--- src/fpf_divider.sv ---
// Purpose: Shared constants and types, plus the shift clock divider
// Assumes: clk is the internal dot clock; the divide setting is held stable between frames
// Notes:   A divide exponent of zero gives a clock at the full dot clock rate

// ****************************************************************
// Package
// ****************************************************************
package fpf_pkg;
  // I/O ports of the indexed extension registers
  localparam logic [15:0] IO_INDEX_ADDR    = 16'h03d0;
  localparam logic [15:0] IO_DATA_ADDR     = 16'h03d1;
  localparam logic [7:0]  IDX_FORMAT_ZERO  = 8'h10;
  localparam logic [7:0]  IDX_FORMAT_ONE   = 8'h11;
  // Field positions
  localparam int          FZ_RSVD_BIT      = 7;
  localparam int          FZ_DIV_LSB       = 4;
  localparam int          FZ_COLOR_LSB     = 2;
  localparam int          FZ_TYPE_LSB      = 0;
  localparam int          FO_RESTRICT_BIT  = 7;
  localparam int          FO_BPC_LSB       = 4;
  localparam int          FO_DITHER_LSB    = 2;
  localparam int          FO_FRC_LSB       = 0;
  // Reset values
  localparam logic [7:0]  FORMAT_ZERO_RST  = 8'h00;
  localparam logic [7:0]  FORMAT_ONE_RST   = 8'h00;
  localparam logic [7:0]  INDEX_RST        = 8'h00;
  // Grey weights, scaled by 256
  localparam logic [7:0]  NTSC_W_R         = 8'h4d;
  localparam logic [7:0]  NTSC_W_G         = 8'h96;
  localparam logic [7:0]  NTSC_W_B         = 8'h1d;
  localparam logic [7:0]  EQUAL_W          = 8'h55;
  // Divider sizing and dither level exponent step
  localparam int          DIV_CNT_W        = 4;
  localparam logic [2:0]  DIV_EXP_MAX      = 3'h4;
  localparam logic [3:0]  DITHER_EXTRA     = 4'h2;

  typedef enum logic [1:0] {
    COLOR_NTSC  = 2'h0,
    COLOR_EQUAL = 2'h1,
    COLOR_GREEN = 2'h2,
    COLOR_PANEL = 2'h3
  } fpf_color_sel_t;

  typedef enum logic [1:0] {
    PT_SINGLE = 2'h0,
    PT_RSVD1  = 2'h1,
    PT_RSVD2  = 2'h2,
    PT_DUAL   = 2'h3
  } fpf_panel_type_t;

  typedef enum logic [1:0] {
    FRC_NONE  = 2'h0,
    FRC_16    = 2'h1,
    FRC_2     = 2'h2,
    FRC_RSVD  = 2'h3
  } fpf_frc_t;

  typedef enum logic [1:0] {
    DITHER_OFF  = 2'h0,
    DITHER_2BIT = 2'h1,
    DITHER_RSV4 = 2'h2,
    DITHER_RSV  = 2'h3
  } fpf_dither_t;

  typedef struct packed {
    logic [7:0] r;
    logic [7:0] g;
    logic [7:0] b;
  } fpf_rgb_t;

  typedef struct packed {
    logic [2:0]      div;
    fpf_color_sel_t  color;
    fpf_panel_type_t ptype;
    logic            restrict_dither;
    logic [2:0]      bpc;
    fpf_dither_t     dither;
    fpf_frc_t        frc;
  } fpf_cfg_t;

  typedef struct packed {
    logic is_stn;
    logic frame_accel;
    logic pack4;
  } fpf_tech_t;
endpackage

`timescale 1ns/1ps

// ****************************************************************
// Shift clock divider
// ****************************************************************
module fpf_divider #(
  parameter int CNT_W = fpf_pkg::DIV_CNT_W
) (
  // Clock and reset
  input  wire logic       clk,
  input  wire logic       arst_n,
  // Setting
  input  wire logic [2:0] div_exp,
  input  wire logic       div_ok,
  input  wire logic       restart,
  // Shift clock
  output logic            shift_level_ff,
  output logic            shift_pulse_ff
);
  typedef struct packed {
    logic [CNT_W-1:0] cnt;
    logic             level;
    logic             pulse;
  } fpf_div_st_t;

  fpf_div_st_t st_ff;
  fpf_div_st_t nxt_st;
  logic [CNT_W-1:0] period_m1;

  always_comb
  begin
    period_m1 = CNT_W'((1 << div_exp) - 1);
    nxt_st    = st_ff;
    if (!div_ok)
    begin
      // Undefined setting parks the clock low
      nxt_st = '0;
    end
    else
    begin
      if (restart)
        nxt_st.cnt = '0;
      else
        nxt_st.cnt = (st_ff.cnt + CNT_W'(1)) & period_m1;
      nxt_st.pulse = (nxt_st.cnt == '0);
      nxt_st.level = (div_exp == 3'h0) || (nxt_st.cnt <= (period_m1 >> 1));
    end
  end

  always_ff @(posedge clk or negedge arst_n)
  begin
    if (!arst_n)
      st_ff <= '0;
    else
      st_ff <= nxt_st;
  end

  assign shift_level_ff = st_ff.level;
  assign shift_pulse_ff = st_ff.pulse;
endmodule // fpf_divider

--- src/fpf_format_select.sv ---
// Purpose: Flat panel format registers, grey reduction and shift clock control
// Assumes: clk is the internal dot clock at 25 MHz; frame_start comes from timing logic on clk
// Notes:   Settings written by software take effect at the next frame_start
//
// Notes on behaviour
// - Colour select: NTSC, equal, green-only grey reduction, or colour panel.
// - Monochrome panels get colour pixels reduced to grey by selected weighting.
// - Panel type 00 single drive, 11 dual drive; 01 and 10 reserved.
// - Mono TFT divide codes 000-100 give dot clock over 1 to 16.
// - Colour TFT divide codes 000 and 001 give dot clock over 1 and 2.
// - 4-bit packed colour single drive STN: codes 000-010 divide by 1, 2, 4.
// - Mono dual drive with acceleration: codes 000-011 divide by 1 to 8.
// - Mono dual drive without acceleration: codes 001-100 divide by 2 to 16.
// - 4-bit colour dual drive with acceleration: codes 000, 001 divide by 1, 2.
// - 4-bit colour dual drive without acceleration: codes 001, 010 divide by 2, 4.
// - 3-bit colour dual drive with acceleration: codes 000-010 divide by 1, 2, 4.
// - 3-bit colour dual drive without acceleration: codes 001-011 divide by 2, 4, 8.
// - Restrict bit set allows dithering only in modes above 256 colours.
// - Bits-per-colour codes 000-110 keep 0-6 MSBs; 111 keeps 8.
// - Without dithering, theoretical levels per channel are two to the X.
// - With 2-bit dithering, theoretical levels are four times two to the X.
// - FRC field: 00 none, 01 16-frame, 10 2-frame, 11 reserved.
// - Dither field: 00 off, 01 2-bit dithering, others reserved.

`timescale 1ns/1ps

module fpf_format_select (
  // Clock and reset
  input  wire logic             clk,
  input  wire logic             arst_n,
  // Host I/O port
  input  wire logic [15:0]      io_addr,
  input  wire logic             io_wr,
  input  wire logic             io_rd,
  input  wire logic [7:0]       io_wdata,
  output logic [7:0]            io_rdata_ff,
  // Panel technology and mode
  input  wire logic             panel_is_stn,
  input  wire logic             frame_accel_en,
  input  wire logic             pack_4bit,
  input  wire logic             high_color_mode,
  input  wire logic             frame_start,
  // Pixel stream
  input  wire logic             pix_valid,
  input  wire fpf_pkg::fpf_rgb_t pix_rgb,
  output logic                  pix_out_valid_ff,
  output fpf_pkg::fpf_rgb_t     pix_out_ff,
  // Panel side
  output logic                  panel_shift_clock_ff,
  output logic                  shift_pulse_ff,
  output logic                  div_valid_ff,
  output logic                  dual_drive_ff,
  output logic                  color_panel_ff,
  output logic                  dither_active_ff,
  output fpf_pkg::fpf_frc_t     frc_mode_ff,
  output logic [3:0]            level_exp_ff
);
  // ****************************************************************
  // State
  // ****************************************************************
  typedef struct packed {
    logic [7:0]         idx;
    logic [7:0]         fmt_zero;
    logic [7:0]         fmt_one;
    fpf_pkg::fpf_cfg_t  act;
    fpf_pkg::fpf_tech_t tech;
    logic               load;
    logic               restart;
    logic [7:0]         rdata;
    logic               pix_valid;
    fpf_pkg::fpf_rgb_t  pix;
    logic               div_ok;
    logic [2:0]         div_exp;
    logic               dual;
    logic               color;
    logic               dither;
    fpf_pkg::fpf_frc_t  frc;
    logic [3:0]         level_exp;
  } fpf_st_t;

  fpf_st_t st_ff;
  fpf_st_t nxt_st;

  // ****************************************************************
  // Decoding helpers
  // ****************************************************************
  // Number of MSBs kept per colour for a bits-per-colour code
  function automatic logic [3:0] bpc_bits(input logic [2:0] code);
    bpc_bits = (code == 3'h7) ? 4'h8 : {1'b0, code};
  endfunction

  function automatic logic [7:0] bpc_mask(input logic [2:0] code);
    bpc_mask = ~(8'hff >> bpc_bits(code));
  endfunction

  // Legal divide code range for the panel in use; exponent equals the code
  function automatic logic div_legal(input fpf_pkg::fpf_cfg_t c,
                                     input fpf_pkg::fpf_tech_t t);
    logic [2:0] lo;
    logic [2:0] hi;
    logic       col;
    lo  = 3'h0;
    hi  = fpf_pkg::DIV_EXP_MAX;
    col = (c.color == fpf_pkg::COLOR_PANEL);
    if (!t.is_stn)
      hi = col ? 3'h1 : fpf_pkg::DIV_EXP_MAX;
    else if (c.ptype != fpf_pkg::PT_DUAL)
      hi = col ? 3'h2 : fpf_pkg::DIV_EXP_MAX;
    else if (!col)
    begin
      lo = t.frame_accel ? 3'h0 : 3'h1;
      hi = t.frame_accel ? 3'h3 : 3'h4;
    end
    else if (t.pack4)
    begin
      lo = t.frame_accel ? 3'h0 : 3'h1;
      hi = t.frame_accel ? 3'h1 : 3'h2;
    end
    else
    begin
      lo = t.frame_accel ? 3'h0 : 3'h1;
      hi = t.frame_accel ? 3'h2 : 3'h3;
    end
    div_legal = (c.div >= lo) && (c.div <= hi);
  endfunction

  // Weighted grey from a colour pixel
  function automatic logic [7:0] grey_of(input fpf_pkg::fpf_rgb_t p,
                                         input fpf_pkg::fpf_color_sel_t sel);
    logic [15:0] acc;
    acc = 16'h0000;
    case (sel)
      fpf_pkg::COLOR_NTSC:
        acc = p.r * fpf_pkg::NTSC_W_R + p.g * fpf_pkg::NTSC_W_G
            + p.b * fpf_pkg::NTSC_W_B;
      fpf_pkg::COLOR_EQUAL:
        acc = (16'(p.r) + 16'(p.g) + 16'(p.b)) * 16'(fpf_pkg::EQUAL_W);
      default:
        acc = {p.g, 8'h00};
    endcase
    grey_of = acc[15:8];
  endfunction

  // ****************************************************************
  // Next state
  // ****************************************************************
  logic              data_hit;
  logic [7:0]        grey;
  logic [7:0]        mask;
  fpf_pkg::fpf_cfg_t wcfg;

  always_comb
  begin
    nxt_st   = st_ff;
    data_hit = (io_addr == fpf_pkg::IO_DATA_ADDR);
    // Host register writes land in the software copy only
    if (io_wr && io_addr == fpf_pkg::IO_INDEX_ADDR)
      nxt_st.idx = io_wdata;
    if (io_wr && data_hit && st_ff.idx == fpf_pkg::IDX_FORMAT_ZERO)
      nxt_st.fmt_zero = io_wdata;
    if (io_wr && data_hit && st_ff.idx == fpf_pkg::IDX_FORMAT_ONE)
      nxt_st.fmt_one = io_wdata;
    if (io_rd)
    begin
      if (io_addr == fpf_pkg::IO_INDEX_ADDR)
        nxt_st.rdata = st_ff.idx;
      else if (data_hit && st_ff.idx == fpf_pkg::IDX_FORMAT_ZERO)
        nxt_st.rdata = st_ff.fmt_zero;
      else if (data_hit && st_ff.idx == fpf_pkg::IDX_FORMAT_ONE)
        nxt_st.rdata = st_ff.fmt_one;
      else
        nxt_st.rdata = 8'h00;
    end

    // Field split of the software copy
    wcfg.div             = st_ff.fmt_zero[fpf_pkg::FZ_DIV_LSB +: 3];
    wcfg.color           = fpf_pkg::fpf_color_sel_t'(st_ff.fmt_zero[fpf_pkg::FZ_COLOR_LSB +: 2]);
    wcfg.ptype           = fpf_pkg::fpf_panel_type_t'(st_ff.fmt_zero[fpf_pkg::FZ_TYPE_LSB +: 2]);
    wcfg.restrict_dither = st_ff.fmt_one[fpf_pkg::FO_RESTRICT_BIT];
    wcfg.bpc             = st_ff.fmt_one[fpf_pkg::FO_BPC_LSB +: 3];
    wcfg.dither          = fpf_pkg::fpf_dither_t'(st_ff.fmt_one[fpf_pkg::FO_DITHER_LSB +: 2]);
    wcfg.frc             = fpf_pkg::fpf_frc_t'(st_ff.fmt_one[fpf_pkg::FO_FRC_LSB +: 2]);

    // Mid-frame writes wait so a frame never mixes two settings
    // Restart waits a cycle so it meets the new divide code at the divider
    nxt_st.load    = frame_start;
    nxt_st.restart = st_ff.load;
    if (frame_start)
    begin
      nxt_st.act  = wcfg;
      nxt_st.tech = '{is_stn: panel_is_stn, frame_accel: frame_accel_en,
                      pack4: pack_4bit};
    end

    // Shift clock setting
    nxt_st.div_ok  = div_legal(st_ff.act, st_ff.tech);
    nxt_st.div_exp = st_ff.act.div;
    // Reserved type codes drive as single panel
    nxt_st.dual  = (st_ff.act.ptype == fpf_pkg::PT_DUAL);
    nxt_st.color = (st_ff.act.color == fpf_pkg::COLOR_PANEL);

    // Dithering and frame rate control
    nxt_st.dither = (st_ff.act.dither == fpf_pkg::DITHER_2BIT)
                 && (!st_ff.act.restrict_dither || high_color_mode);
    // Reserved FRC code is treated as none
    nxt_st.frc = (st_ff.act.frc == fpf_pkg::FRC_RSVD) ? fpf_pkg::FRC_NONE
               : st_ff.act.frc;
    nxt_st.level_exp = bpc_bits(st_ff.act.bpc)
                     + (nxt_st.dither ? fpf_pkg::DITHER_EXTRA : 4'h0);

    // Pixel path: one cycle of latency
    mask             = bpc_mask(st_ff.act.bpc);
    grey             = grey_of(pix_rgb, st_ff.act.color);
    nxt_st.pix_valid = pix_valid;
    if (pix_valid)
    begin
      if (st_ff.act.color == fpf_pkg::COLOR_PANEL)
        nxt_st.pix = '{r: pix_rgb.r & mask, g: pix_rgb.g & mask,
                       b: pix_rgb.b & mask};
      else
        nxt_st.pix = '{r: grey & mask, g: grey & mask, b: grey & mask};
    end
  end

  always_ff @(posedge clk or negedge arst_n)
  begin
    if (!arst_n)
    begin
      st_ff          <= '0;
      st_ff.idx      <= fpf_pkg::INDEX_RST;
      st_ff.fmt_zero <= fpf_pkg::FORMAT_ZERO_RST;
      st_ff.fmt_one  <= fpf_pkg::FORMAT_ONE_RST;
    end
    else
      st_ff <= nxt_st;
  end

  // ****************************************************************
  // Shift clock divider
  // ****************************************************************
  fpf_divider #(
    .CNT_W (fpf_pkg::DIV_CNT_W)
  ) u_div (
    .clk            (clk),
    .arst_n         (arst_n),
    .div_exp        (st_ff.div_exp),
    .div_ok         (st_ff.div_ok),
    .restart        (st_ff.restart),
    .shift_level_ff (panel_shift_clock_ff),
    .shift_pulse_ff (shift_pulse_ff)
  );

  // ****************************************************************
  // Outputs
  // ****************************************************************
  assign io_rdata_ff      = st_ff.rdata;
  assign pix_out_valid_ff = st_ff.pix_valid;
  assign pix_out_ff       = st_ff.pix;
  assign div_valid_ff     = st_ff.div_ok;
  assign dual_drive_ff    = st_ff.dual;
  assign color_panel_ff   = st_ff.color;
  assign dither_active_ff = st_ff.dither;
  assign frc_mode_ff      = st_ff.frc;
  assign level_exp_ff     = st_ff.level_exp;
endmodule // fpf_format_select

--- config.mk ---
export PLATFORM = sky130hd
export DESIGN_NAME = fpf_format_select
export DESIGN_NICKNAME = d
export VERILOG_FILES = /design/src/fpf_divider.sv /design/src/fpf_format_select.sv
export SDC_FILE = /design/constraint.sdc
export NUM_CORES = 1
export LEC_CHECK = 0
export CAP_MARGIN = 40
export CORE_MARGIN = 2
export CORE_UTILIZATION = 55
export CTS_CLUSTER_DIAMETER = 80
export DETAILED_ROUTE_END_ITERATION = 16
export DONT_BUFFER_PORTS = 1
export HOLD_SLACK_MARGIN = 0.03
export PLACE_DENSITY = 0.75
export SLEW_MARGIN = 25
export SYNTH_ARGS = -nofsm -noshare
export SYNTH_HDL_FRONTEND = slang
export SYNTH_SLANG_ARGS = --single-unit
--- constraint.sdc ---
create_clock -name clk -period 3.75 [get_ports clk]
set_clock_uncertainty 0.1 [all_clocks]
set_input_delay 0.75 -clock clk [delete_from_list [all_inputs] [get_ports clk]]
set_output_delay 0.75 -clock clk [all_outputs]
set_load 0.02 [all_outputs]
* Yosys cells after proc, flatten, opt, wreduce, memory -nomap -nowiden
Index checks and enable logic that the tools add are counted.
Storage, ports and cells: flip-flop bits (word level) 96, output and inout port bits 45, word-level logic and storage cells 100
Cells by class: add/subtract/negate cells 7, $mul 4, magnitude comparators 3, equal/unequal tests 11, shifts and indexed selects 2, muxes and demuxes 23, bitwise operators 6, reductions and logical operators 14
Operators by type and width (number):
- $and A8 B8 Y8 | 4
- $eq A16 B10 Y1 const B | 2
- $pmux W16 S2 | 1
- $mul A8 B7 Y15 const B | 2
- $mux W24 | 1
- $mux W8 | 3
- $mux W3 | 6
- $add A15 B16 Y16 | 1
- $add A16 B13 Y16 | 1
- $eq A8 B5 Y1 const B | 2
- $mul A10 B7 Y16 const B | 1
- $mul A8 B5 Y13 const B | 1
- $mux W4 | 3
- $add A9 B8 Y10 | 1
- $add A8 B8 Y9 | 1
- $logic_and A1 B1 Y1 | 8
- $mux W2 | 4
- $not A8 Y8 | 1
- $shr A8 B4 Y8 const A | 1
- $eq A2 B2 Y1 const B | 3
- $mux W6 | 1
- $add A4 B1 Y4 const B | 1
- $add A4 B2 Y4 | 1
- $and A4 B4 Y4 | 1
- 14 further kinds | 19

* Longest topological paths before layout
Gate-level depths: netlist of run 1.
depth in word-level cells 8, gate-level depth with buffers 26

* Cells and area by module
From an unflattened synthesis of run 1, not the netlist that was laid out.
Unflattened totals: cell total of the unflattened synthesis 948, area total of the unflattened synthesis 9455.3 µm²
By module, submodules not included:
- fpf_format_select | times used 1, cells each 906, area an instance 9062.4 µm², sequential area each 2252.2 µm²
- fpf_divider | times used 1, cells each 42, area an instance 392.9 µm², sequential area each 150.1 µm²

* Worst setup path before layout of run 1
OpenSTA, ideal clock, no wires.
kind in2reg, from input port pix_rgb[12] (netlist bit), to register st_ff, in the netlist pix_out_ff[11], setup time 141 ps, data arrival time 6683 ps, required time 3509 ps, setup slack -3174 ps, stages on the path 24, buffers on the path 0, cell sequence ha_1 ha_1 inv_1 fa_1 fa_1 inv_1 ha_1 inv_1 a21oi_1 or2_2 xor2_1 ha_1 fa_1 inv_1 fa_1 fa_1 inv_1 ha_1 nand3_1 or4b_1 a21boi_2 nor2_1 o311ai_2 a31oi_1
Between the ends: longest elaborated chain between the ends 6
Ends and longest elaborated chain:
- start, declared | RTL line fpf_format_select.sv:45 | input wire fpf_pkg::fpf_rgb_t pix_rgb,
- $mul A8 B7 Y15 / $add A8 B8 Y9 (equally long branches) | RTL line fpf_format_select.sv:134, fpf_format_select.sv:137
- $add A15 B16 Y16 / $add A9 B8 Y10 (equally long branches) | RTL line fpf_format_select.sv:134, fpf_format_select.sv:137
- $add A16 B13 Y16 / $mul A10 B7 Y16 (equally long branches) | RTL line fpf_format_select.sv:135, fpf_format_select.sv:137
- $pmux W16 S2 * | RTL line fpf_format_select.sv:132 | case (sel)
- $and A8 B8 Y8 * | RTL line fpf_format_select.sv:221 | nxt_st.pix = '{r: grey & mask, g: grey & mask, b: grey & mask};
- $mux W24 * | RTL line fpf_format_select.sv:217 | if (st_ff.act.color == fpf_pkg::COLOR_PANEL)
- end signal, assigned | RTL line fpf_format_select.sv:235 | st_ff <= nxt_st;
- end, declared | RTL line fpf_format_select.sv:81 | fpf_st_t st_ff;
Mark *: on every way between the ends. The rest lies on a longest branch, timed or not. A chain may end at the register's enable or synchronous reset.

* Final worst setup path of run 1
from input port pix_rgb[14] (netlist bit), to register st_ff, in the netlist pix_out_ff[5]
The elaborated chain is that of the path after synthesis.

==> results of run 1 <==
## synthesized netlist by cell type (all sizes together) (2+ instances only)
| library cell | n | area [µm²] |
|---|---|---|
| a21boi | 7 | 60.06 |
| a21o | 13 | 97.59 |
| a21oi | 43 | 222.7 |
| a221o | 3 | 30.03 |
| a22oi | 13 | 97.59 |
| a31oi | 16 | 100.1 |
| and2 | 4 | 25.02 |
| and3 | 5 | 31.28 |
| and4 | 2 | 20.02 |
| buf | 41 | 299.0 |
| clkbuf | 17 | 63.81 |
| dfrtp | 96 | 2402 |
| fa | 75 | 1501 |
| ha | 140 | 1752 |
| inv | 150 | 563.0 |
| mux2 | 47 | 529.3 |
| nand2 | 53 | 198.9 |
| nand2b | 6 | 37.54 |
| nand3 | 22 | 115.1 |
| nand4 | 8 | 50.05 |
| nor2 | 59 | 224.0 |
| nor2b | 9 | 56.30 |
| nor3 | 15 | 75.07 |
| nor3b | 2 | 15.01 |
| nor4 | 11 | 68.82 |
| nor4b | 4 | 35.03 |
| o211ai | 4 | 30.03 |
| o21a | 7 | 52.55 |
| o21ai | 34 | 170.2 |
| o311ai | 2 | 25.03 |
| o31ai | 3 | 36.28 |
| o41ai | 3 | 33.79 |
| or2 | 3 | 18.77 |
| or3 | 5 | 32.53 |
| xnor2 | 18 | 157.7 |
| xor2 | 9 | 78.83 |
## kinds of logic (layout without fill, tap and decap cells)
family                   Yosys count  in the layout  share of synthesized area
multiplexers                      48             48                    0.05713
buffers and inverters            208            270                    0.09809
AO/OA/AOI/OAI                    158            158                     0.1112
AND/OR/NAND/NOR                  211            211                     0.1094
adder cells (fa/ha/maj)          215            215                     0.3446
XOR/XNOR                          27             27                    0.02505
flip-flops                        96             96                     0.2545
## stage by stage
step / worst slack, ns / area [µm²] / utilization
2_1_floorplan: -2.724 / 9666 / -
3_3_place_gp: -2.822 / 10280 / 0.6153
3_5_place_dp: -2.910 / 10280 / 0.6153
4_1_cts: -2.489 / 10720 / 0.6417
5_1_grt: -2.721 / 10910 / 0.6530
6_report: -2.571 / 10910 / 0.6530
## critical path, delay by kind of cell
family          cells  cell delay, ns
fa+ha+maj          10            3.64
compound gates      5            0.76
simple gates        4            0.66
xor+xnor            1            0.14
buf+inv             7            0.48
## state kept, by name (all words and copies together), names as in the netlist
name and count:
pix_out_ff 24, div_valid_ff 1, dither_active_ff 1, io_rdata_ff 8, pix_out_valid_ff 1, u_div.st_ff 4
frc_mode_ff 2, u_div.shift_level_ff 1, dual_drive_ff 1, u_div.shift_pulse_ff 1, level_exp_ff 4, st_ff 43
nxt_st 4, color_panel_ff 1
## metal layers
metal,vias up,GRT usage
met4,0,0.07523
met3,45,0.07057
met1,3425,0.3310
met5,-,0
li1,3354,-
met2,229,0.4343
## cell type report
| cell class | instances | area share |
|---|---|---|
| Multi-Input combinational cell | 659 | 0.6012 |
| Sequential cell | 96 | 0.2203 |
| Timing Repair Buffer | 104 | 0.07515 |
| Inverter | 150 | 0.05186 |
| Tap cell | 220 | 0.02524 |
| Clock buffer | 9 | 0.02065 |
| Clock inverter | 7 | 0.005622 |
## worst paths after layout
kind,start,endpoint,slack (ns)
worst max-delay path,pix_rgb[14],pix_out_ff[5]$_DFFE_PN0P_,-2.57
worst min-delay path,arst_n,frc_mode_ff[0]$_DFF_PN0_,0.20
worst max register to register,st_ff[62]$_DFFE_PN0P_,div_valid_ff$_DFF_PN0_,1.20
worst min register to register,nxt_st[46]$_DFF_PN0_,st_ff[46]$_DFF_PN0_,0.25
max in group asynchronous,arst_n,u_div.shift_pulse_ff$_DFF_PN0_,2.98
min in group clk,nxt_st[46]$_DFF_PN0_,st_ff[46]$_DFF_PN0_,0.25
## timing repair
| item | CTS | global route |
|---|---|---|
| resized for setup | 21 | 28 |
| endpoints found under the hold margin | 96 | 0 |
| setup buffers | 5 | 7 |
| endpoints found under the setup margin | 24 | 24 |
| pin swaps | 6 | 12 |
| hold buffers | 1 | 0 |
==> impl_metrics.csv, run 1 <==
group,metric,value,unit
place,dp_cells,1218,
critical_path,arrival,6.45,ns
yosys,synth-seq-cells,96,
yosys,ys_async_sr_fraction,1.000,
timing,worst_pin_slew,0.7657,ns
yosys,syn_nets,1236,
timing,hold_violations,0,
routing,post_drt_wl_per_cell,18.51,µm
finish,antenna-diode-count,0,
finish,area_delta_synth_final,15.54,%
critical_path,critical_path_class,"in2reg",
yosys,synth.cell_area,0.009439,mm²
critical_path,crit_path_end_kind,"register",
timing,finalWorstSetupSlack,-2.571,ns
floorplanning,rows,47,
timing,final.setup.tns,-57.25,ns
routing,vias,7053,
timing,fmax,0.1582,GHz
global_routing,overflow,0,
critical_path,cp_max_fo,6,
finish,layout_common_cells,"inv_1 (138), ha_1 (127), buf_4 (98), dfrtp_1 (96), fa_1 (74)",
yosys,syn_area_per_cell,9.802,µm²
timing,grt_setup_unrepaired,"yes",
routing,met1Wirelength,9.674,mm
finish,nets,1293,
global_routing,antenna_found_initial,0,
routing,dr.max_layer_used,"met4",
floorplanning,initial_core_util,0.5652,
finish,final_cells,1245,
finish,mostFrequentLayoutCell,"inv_1",
routing,wl_met2,10.92,mm
finish,multi_input_area,0.006556,mm²
clock_tree,cts_tree,"built",
critical_path,reg2reg_depth,9,
run,max_cap_violations,0,
routing,finalWirelength,23.04,mm
timing,slew_viol_final,0,
timing,setup_viol,24,
critical_path,required,3.88,ns
timing,fin_hold_ws,0.2030,ns
place,routabilityCongestion,0.9092,
yosys,synth-main-ff-cell,"dfrtp_1",
routing,dr_wl_met3,1.732,mm
floorplanning,die_area,0.01823,mm²
hold_path,hold_path.class,"in2async",
clock_tree,htreeDepth,3,
routing,drc,0,
yosys,yosysSeqAreaShare,0.2545,
timing,finalCriticalPeriod,6.321,ns
critical_path,slowest_delay,0.53,ns
outcome,status,"finished with violations",
global_routing,grt_usage,0.2592,
routing,viasPerCell,5.665,
place,dp_hpwl,18.06,mm
clock_tree,clk_pin_slew_worst_paths,0.07,ns
finish,drive_gt1_frac,0.2263,
global_routing,grt_pass1_wl,36.65,mm
global_routing,grt_max_degree,97,
place,port_buffers,0,
global_routing,grt_pass1_vias,7346,
critical_path,slowest_stage,"fa_2",
yosys,syn_inst,963,
floorplanning,io_pins,103,
routing,dr.pass1.iters,5,
floorplanning,core_region_area,0.01670,mm²
clock_tree,numCtsBuffers,9,
timing,period_share,1.686,
finish,ff_latch_area,0.002402,mm²
outcome,violations,"setup timing",
timing,maxSlewHeadroom,0.4890,
yosys,synth_edf_count,0,
floorplanning,die_h,135.0,µm
critical_path,critPathLaunchType,"primary input",
yosys,synth.distinct_cells,63,
clock_tree,clockBufferDepth,2,
floorplanning,die_w,135.0,µm
routing,final_antenna_net_count,0,
routing,first_iter_violations,352,
finish,n_fill_cell,1332,
clock_tree,clock_sinks,96,
clock_tree,clk_latency,0.35,ns
yosys,synth_warnings,0,
clock_tree,clockRootBuffer,"clkbuf_16",
Power of run 1 is not shown: default switching activity piles up to over one toggle a cycle in this logic, so the estimate is an artifact.
==> run 2: changes to the inputs <==
--- a/config.mk
+++ b/config.mk
@@ -15,2 +15,3 @@
 export PLACE_DENSITY = 0.75
+export RECOVER_POWER = 25
 export SLEW_MARGIN = 25
==> constraint.sdc (replaced) <==
create_clock -name clk -period 3.75 [get_ports clk]
set_clock_uncertainty 0.1 [all_clocks]
set_input_delay 0.375 -clock clk [delete_from_list [all_inputs] [get_ports clk]]
set_output_delay 0.375 -clock clk [all_outputs]
set_load 0.02 [all_outputs]
==> run 2 against run 1 <==
- the run ends with capacitance limit, slew limit, setup timing left
- non-clock buffer count decreased by 4
- flip-flop and latch count unchanged
- die area stayed put
- core utilization down 0.51 points
- setup slack better by 0.41 ns
- design area decreased by 0.78%
- critical endpoint is now pix_out_ff[3]$_DFFE_PN0P_
==> impl_metrics.csv, run 2 (synthesis gave the netlist of run 1 again) <==
group,metric,value,unit
routing,first_iter_violations,413,
clock_tree,cts_tree,"built",
run,max_cap_violations,1,
timing,period_share,1.576,
timing,slew_viol_final,97,
critical_path,cp_max_fo,6,
global_routing,grt_pass1_wl,36.92,mm
routing,viasPerCell,5.612,
critical_path,critical_path_class,"in2reg",
floorplanning,die_area,0.01823,mm²
global_routing,antenna_found_initial,0,
timing,fmax,0.1692,GHz
clock_tree,clockRootBuffer,"clkbuf_16",
timing,setup_viol,24,
floorplanning,die_w,135.0,µm
floorplanning,rows,47,
finish,mostFrequentLayoutCell,"inv_1",
critical_path,cp_top_family,"adder cells",
critical_path,slowest_stage,"or4b_4",
global_routing,overflow,0,
critical_path,reg2reg_from,"st_ff[62]$_DFFE_PN0P_",
global_routing,grt_pass1_vias,7391,
critical_path,required,3.87,ns
routing,final_antenna_net_count,0,
routing,drc,0,
place,port_buffers,0,
global_routing,grt_usage,0.2578,
routing,finalWirelength,22.42,mm
clock_tree,clk_latency,0.35,ns
critical_path,startpoint,"pix_rgb[14]",
clock_tree,clock_sinks,96,
finish,drive_gt1_frac,0.2106,
hold_path,hp-start,"pix_valid",
finish,area_delta_synth_final,14.63,%
routing,post_drt_wl_per_cell,18.06,µm
routing,dr.pass1.iters,5,
finish,layout_common_cells,"inv_1 (138), ha_1 (127), dfrtp_1 (96), buf_4 (93), fa_1 (74)",
clock_tree,numCtsBuffers,9,
timing,worst_pin_slew,2.298,ns
outcome,violations,"capacitance limit, slew limit, setup timing",
finish,largest-register,"st_ff",
critical_path,slowest_delay,0.54,ns
finish,antenna-diode-count,0,
finish,largest_register_ffs,43,
floorplanning,core_region_area,0.01670,mm²
finish,nets,1289,
floorplanning,die_h,135.0,µm
timing,final.setup.tns,-46.69,ns
timing,finalCriticalPeriod,5.909,ns
hold_path,hold_path.class,"in2reg",
timing,maxSlewHeadroom,-0.5318,
critical_path,critPathLaunchType,"primary input",
outcome,status,"finished with violations",
clock_tree,clockBufferDepth,2,
clock_tree,htreeDepth,3,
critical_path,cp_cell_sequence,"ha_4 > ha_4 > inv_2 > fa_1 > fa_1 > inv_2 > ha_4 > inv_4 > a21oi_2 > or2_4 > xor2_1 > ha_1 > fa_1 > inv_2 > fa_2 > fa_1 > inv_2 > ha_4 > nand3_2 > or4b_4 > a21boi_4 > nor2_2 > o311ai_2 > a31oi_1",
timing,hold_violations,0,
global_routing,grt_max_degree,97,
routing,vias,6964,
floorplanning,initial_core_util,0.5652,
place,routabilityCongestion,0.9102,
clock_tree,clk_pin_slew_worst_paths,0.07,ns
critical_path,critPathBufInv,5,
floorplanning,io_pins,103,
critical_path,crit_path_end_kind,"register",
timing,grt_setup_unrepaired,"yes",
place,dp_hpwl,17.98,mm
critical_path,arrival,6.03,ns
timing,finalWorstSetupSlack,-2.159,ns
-- run 2: changes by cell type in the layout (fill, tap and decap cells not counted), sizes merged --
cell and change:
clkinvlp -1, buf -9, clkbuf +2, bufinv +1, dlygate4sd3 +4, clkinv -1
-- run 2: layer usage --
metal	vias to the layer above	share of wire	global-route usage
met1	3370	0.43	0.3390
met3	36	0.072	0.06569
met4	0	0.025	0.07292
met5	-	0	0
met2	213	0.47	0.4247
li1	3345	-	-
-- run 2: metrics by stage --
stage	utilization	worst slack [ns]	hold slack [ns]	std cells	instance area, µm²
detailed placement	0.6144	-2.531	-0.01864	1216	10260
global route	0.6479	-2.305	0.03172	1241	10820
finish	0.6479	-2.159	0.03514	1241	10820
CTS	0.6420	-2.115	-0.04777	1237	10720
global placement	0.6144	-2.448	-0.01868	1216	10260
floorplan	-	-2.349	-0.02059	963	9666
-- run 2: final cells by class --
class                           instances  area [µm²]
Inverter                              150       565.5
Clock inverter                          6       81.33
Timing Repair Buffer                  100       765.7
Clock buffer                           10       239.0
Fill cell                            1325        5881
Multi-Input combinational cell        659        6491
Sequential cell                        96        2402
Tap cell                              220       275.3
-- run 2: final timing paths --
kind                       slack (ns)  depth (start not counted)                        end
max                             -2.16                         24  pix_out_ff[3]$_DFFE_PN0P_
min                              0.04                          1  pix_out_ff[3]$_DFFE_PN0P_
max reg2reg                      1.18                          9     div_valid_ff$_DFF_PN0_
min reg2reg                      0.25                          0        st_ff[46]$_DFF_PN0_
max in group asynchronous        1.02                          2  pix_out_ff[4]$_DFFE_PN0P_
min in group asynchronous        1.16                          2      st_ff[50]$_DFFE_PN0P_
-- run 2: what timing repair did --
action,CTS,global route
hold buffers,4,1
buffers inserted,2,3
resized for setup,15,18
setup endpoints to repair,24,24
endpoints found under the hold margin,111,2
pin swaps,4,14
Power of run 2 is left out for the same reason.
==> run 3: changes to the inputs <==
Settings changed: SYNTH_HIERARCHICAL from default to 1.
==> run 3 against run 2 <==
- the flow still finishes with violations (capacitance limit, slew limit, setup timing)
- setup slack improved by 0.24 ns
- register-to-register slack lost 0.02 ns
- hold slack improved by 0.0077 ns
- critical endpoint is now pix_out_ff[23]$_DFFE_PN0P_
==> impl_metrics.csv, run 3 <==
group,metric,value,unit
finish,drive_gt1_frac,0.2308,
place,port_buffers,0,
yosys,yosysSeqAreaShare,0.2541,
yosys,synth.cell_area,0.009455,mm²
outcome,violations,"capacitance limit, slew limit, setup timing",
finish,largest_register_ffs,43,
routing,final_antenna_net_count,0,
clock_tree,numCtsBuffers,9,
yosys,synth-main-ff-cell,"dfrtp_1",
finish,antenna-diode-count,0,
finish,mostFrequentLayoutCell,"inv_1",
place,placed_cell_area,0.01018,mm²
critical_path,critPathLaunchType,"primary input",
finish,layout_common_cells,"inv_1 (133), ha_1 (126), dfrtp_1 (96), buf_4 (85), fa_1 (72)",
critical_path,crit_path_end_kind,"register",
routing,drc,0,
place,routabilityCongestion,0.9161,
critical_path,cpMostUsedCell,"ha_4",
hold_path,hold_path.class,"in2reg",
routing,first_iter_violations,456,
yosys,synth-seq-cells,96,
place,dp_hpwl,17.25,mm
floorplanning,core_region_area,0.01670,mm²
floorplanning,io_pins,103,
clock_tree,clk_pin_slew_worst_paths,0.07,ns
yosys,syn_inst,948,
yosys,synth_edf_count,0,
global_routing,grt_max_degree,97,
yosys,syn_nets,1221,
yosys,ys_async_sr_fraction,1.000,
floorplanning,die_w,135.1,µm
yosys,synthTopCellsByArea,"dfrtp_1 (25%), ha_1 (19%), fa_1 (16%)",
timing,grt_setup_unrepaired,"yes",
timing,finalWorstSetupSlack,-1.914,ns
finish,nets,1269,
clock_tree,clk_latency,0.34,ns
critical_path,slowest_stage,"fa_2",
clock_tree,cts_tree,"built",
yosys,yosysTopAreaCellShare,0.2541,
timing,maxSlewHeadroom,-0.5469,
critical_path,critical_path_class,"in2reg",
global_routing,overflow,0,
timing,finalCriticalPeriod,5.664,ns
finish,design_area,0.01085,mm²
floorplanning,die_area,0.01826,mm²
critical_path,required,3.87,ns
timing,worst_pin_slew,2.320,ns
yosys,synth_warnings,6,
finish,largest-register,"st_ff",
run,max_cap_violations,1,
global_routing,grt_pass1_vias,7453,
clock_tree,clockRootBuffer,"clkbuf_16",
timing,hold_violations,0,
routing,finalWirelength,22.78,mm
timing,setup_viol,24,
critical_path,cp_max_fo,7,
floorplanning,rows,47,
floorplanning,die_h,135.1,µm
floorplanning,initial_core_util,0.5662,
global_routing,grt_usage,0.2614,
clock_tree,clockBufferDepth,2,
yosys,synth.distinct_cells,69,
routing,post_drt_wl_per_cell,18.66,µm
yosys,synth_most_common_cell,"inv_1",
yosys,synth_common_cells,"inv_1 (146), ha_1 (140), dfrtp_1 (96)",
clock_tree,clock_sinks,96,
timing,period_share,1.510,
critical_path,arrival,5.78,ns
global_routing,antenna_found_initial,0,
global_routing,grt_pass1_wl,37.49,mm
critical_path,slowest_delay,0.54,ns
yosys,synth_top_area_cell,"dfrtp_1",
routing,vias,7065,
routing,viasPerCell,5.786,
yosys,syn_area_per_cell,9.974,µm²
routing,dr.pass1.iters,5,
critical_path,critPathBufInv,5,
clock_tree,htreeDepth,3,
finish,area_delta_synth_final,14.75,%
timing,fmax,0.1765,GHz
timing,slew_viol_final,97,
outcome,status,"finished with violations",
critical_path,cp_top_family,"adder cells",
[run 3: cell types whose count changed after synthesis, sizes merged, moves of 4 or more]
cell / change
a21oi: +8
nand2: -13
o21ai: -6
nor2: -8
a31oi: -6
o21a: +6
a21o: -4
nand3b: +4
nor2b: +5
nand3: -7
nor4: -7
[run 3: stage by stage]
| step | TNS, ns | std cells | utilization | hold slack [ns] | worst slack, ns |
|---|---|---|---|---|---|
| 2_1_floorplan | -43.17 | 948 | - | -0.02059 | -2.029 |
| 6_report | -43.11 | 1221 | 0.6497 | 0.04287 | -1.914 |
| 4_1_cts | -40.88 | 1220 | 0.6423 | 0.03112 | -1.853 |
| 5_1_grt | -46.58 | 1221 | 0.6497 | 0.03632 | -2.084 |
| 3_5_place_dp | -50.24 | 1192 | 0.6098 | -0.01754 | -2.243 |
| 3_3_place_gp | -48.44 | 1192 | 0.6098 | -0.01769 | -2.149 |
[run 3: path summary, 6_finish.rpt]
check	from	to	slack (ns)	depth (start not counted)
worst max-delay path	pix_rgb[11]	pix_out_ff[23]$_DFFE_PN0P_	-1.91	27
worst min-delay path	frame_start	nxt_st[9]$_DFFE_PN0P_	0.04	1
worst max register to register	st_ff[11]$_DFF_PN0_	u_div/shift_level_ff$_DFF_PN0_	1.16	10
worst min register to register	nxt_st[46]$_DFF_PN0_	st_ff[46]$_DFF_PN0_	0.27	0
max in group asynchronous	arst_n	pix_out_ff[19]$_DFFE_PN0P_	1.00	2
min in group asynchronous	arst_n	st_ff[67]$_DFFE_PN0P_	1.22	2
[run 3: final cells by class]
| cell class | count | area [µm²] |
|---|---|---|
| clock inverter | 6 | 96.34 |
| multi-input combinational | 646 | 6543 |
| fill | 1283 | 5851 |
| timing repair buffer | 95 | 739.5 |
| sequential | 96 | 2402 |
| inverter | 148 | 555.5 |
| clock buffer | 10 | 239.0 |
| tap | 220 | 275.3 |
[run 3: routing by layer]
layer	global-route usage	part of all wire	routed length, µm
met5	0	0	0
met2	0.4309	0.47	10640
met4	0.08391	0.029	656
met3	0.04429	0.062	1402
met1	0.3535	0.44	10080
[run 3: what timing repair did]
action                                 4_1_cts  5_1_grt
setup endpoints to repair                   24       24
hold buffers                                 5        0
endpoints found under the hold margin      108        0
setup buffers                                7        3
pin swaps                                   24       19
resized for setup                           18       29
[run 3: cell families after synthesis]
| group | Yosys count | share of synthesized area |
|---|---|---|
| compound gates | 163 | 0.1168 |
| xor+xnor | 30 | 0.02779 |
| fa+ha+maj | 215 | 0.3441 |
| buf+inv | 206 | 0.09713 |
| flops | 96 | 0.2541 |
| mux | 49 | 0.05783 |
| simple gates | 189 | 0.1023 |
Power of run 3 is left out for the same reason.
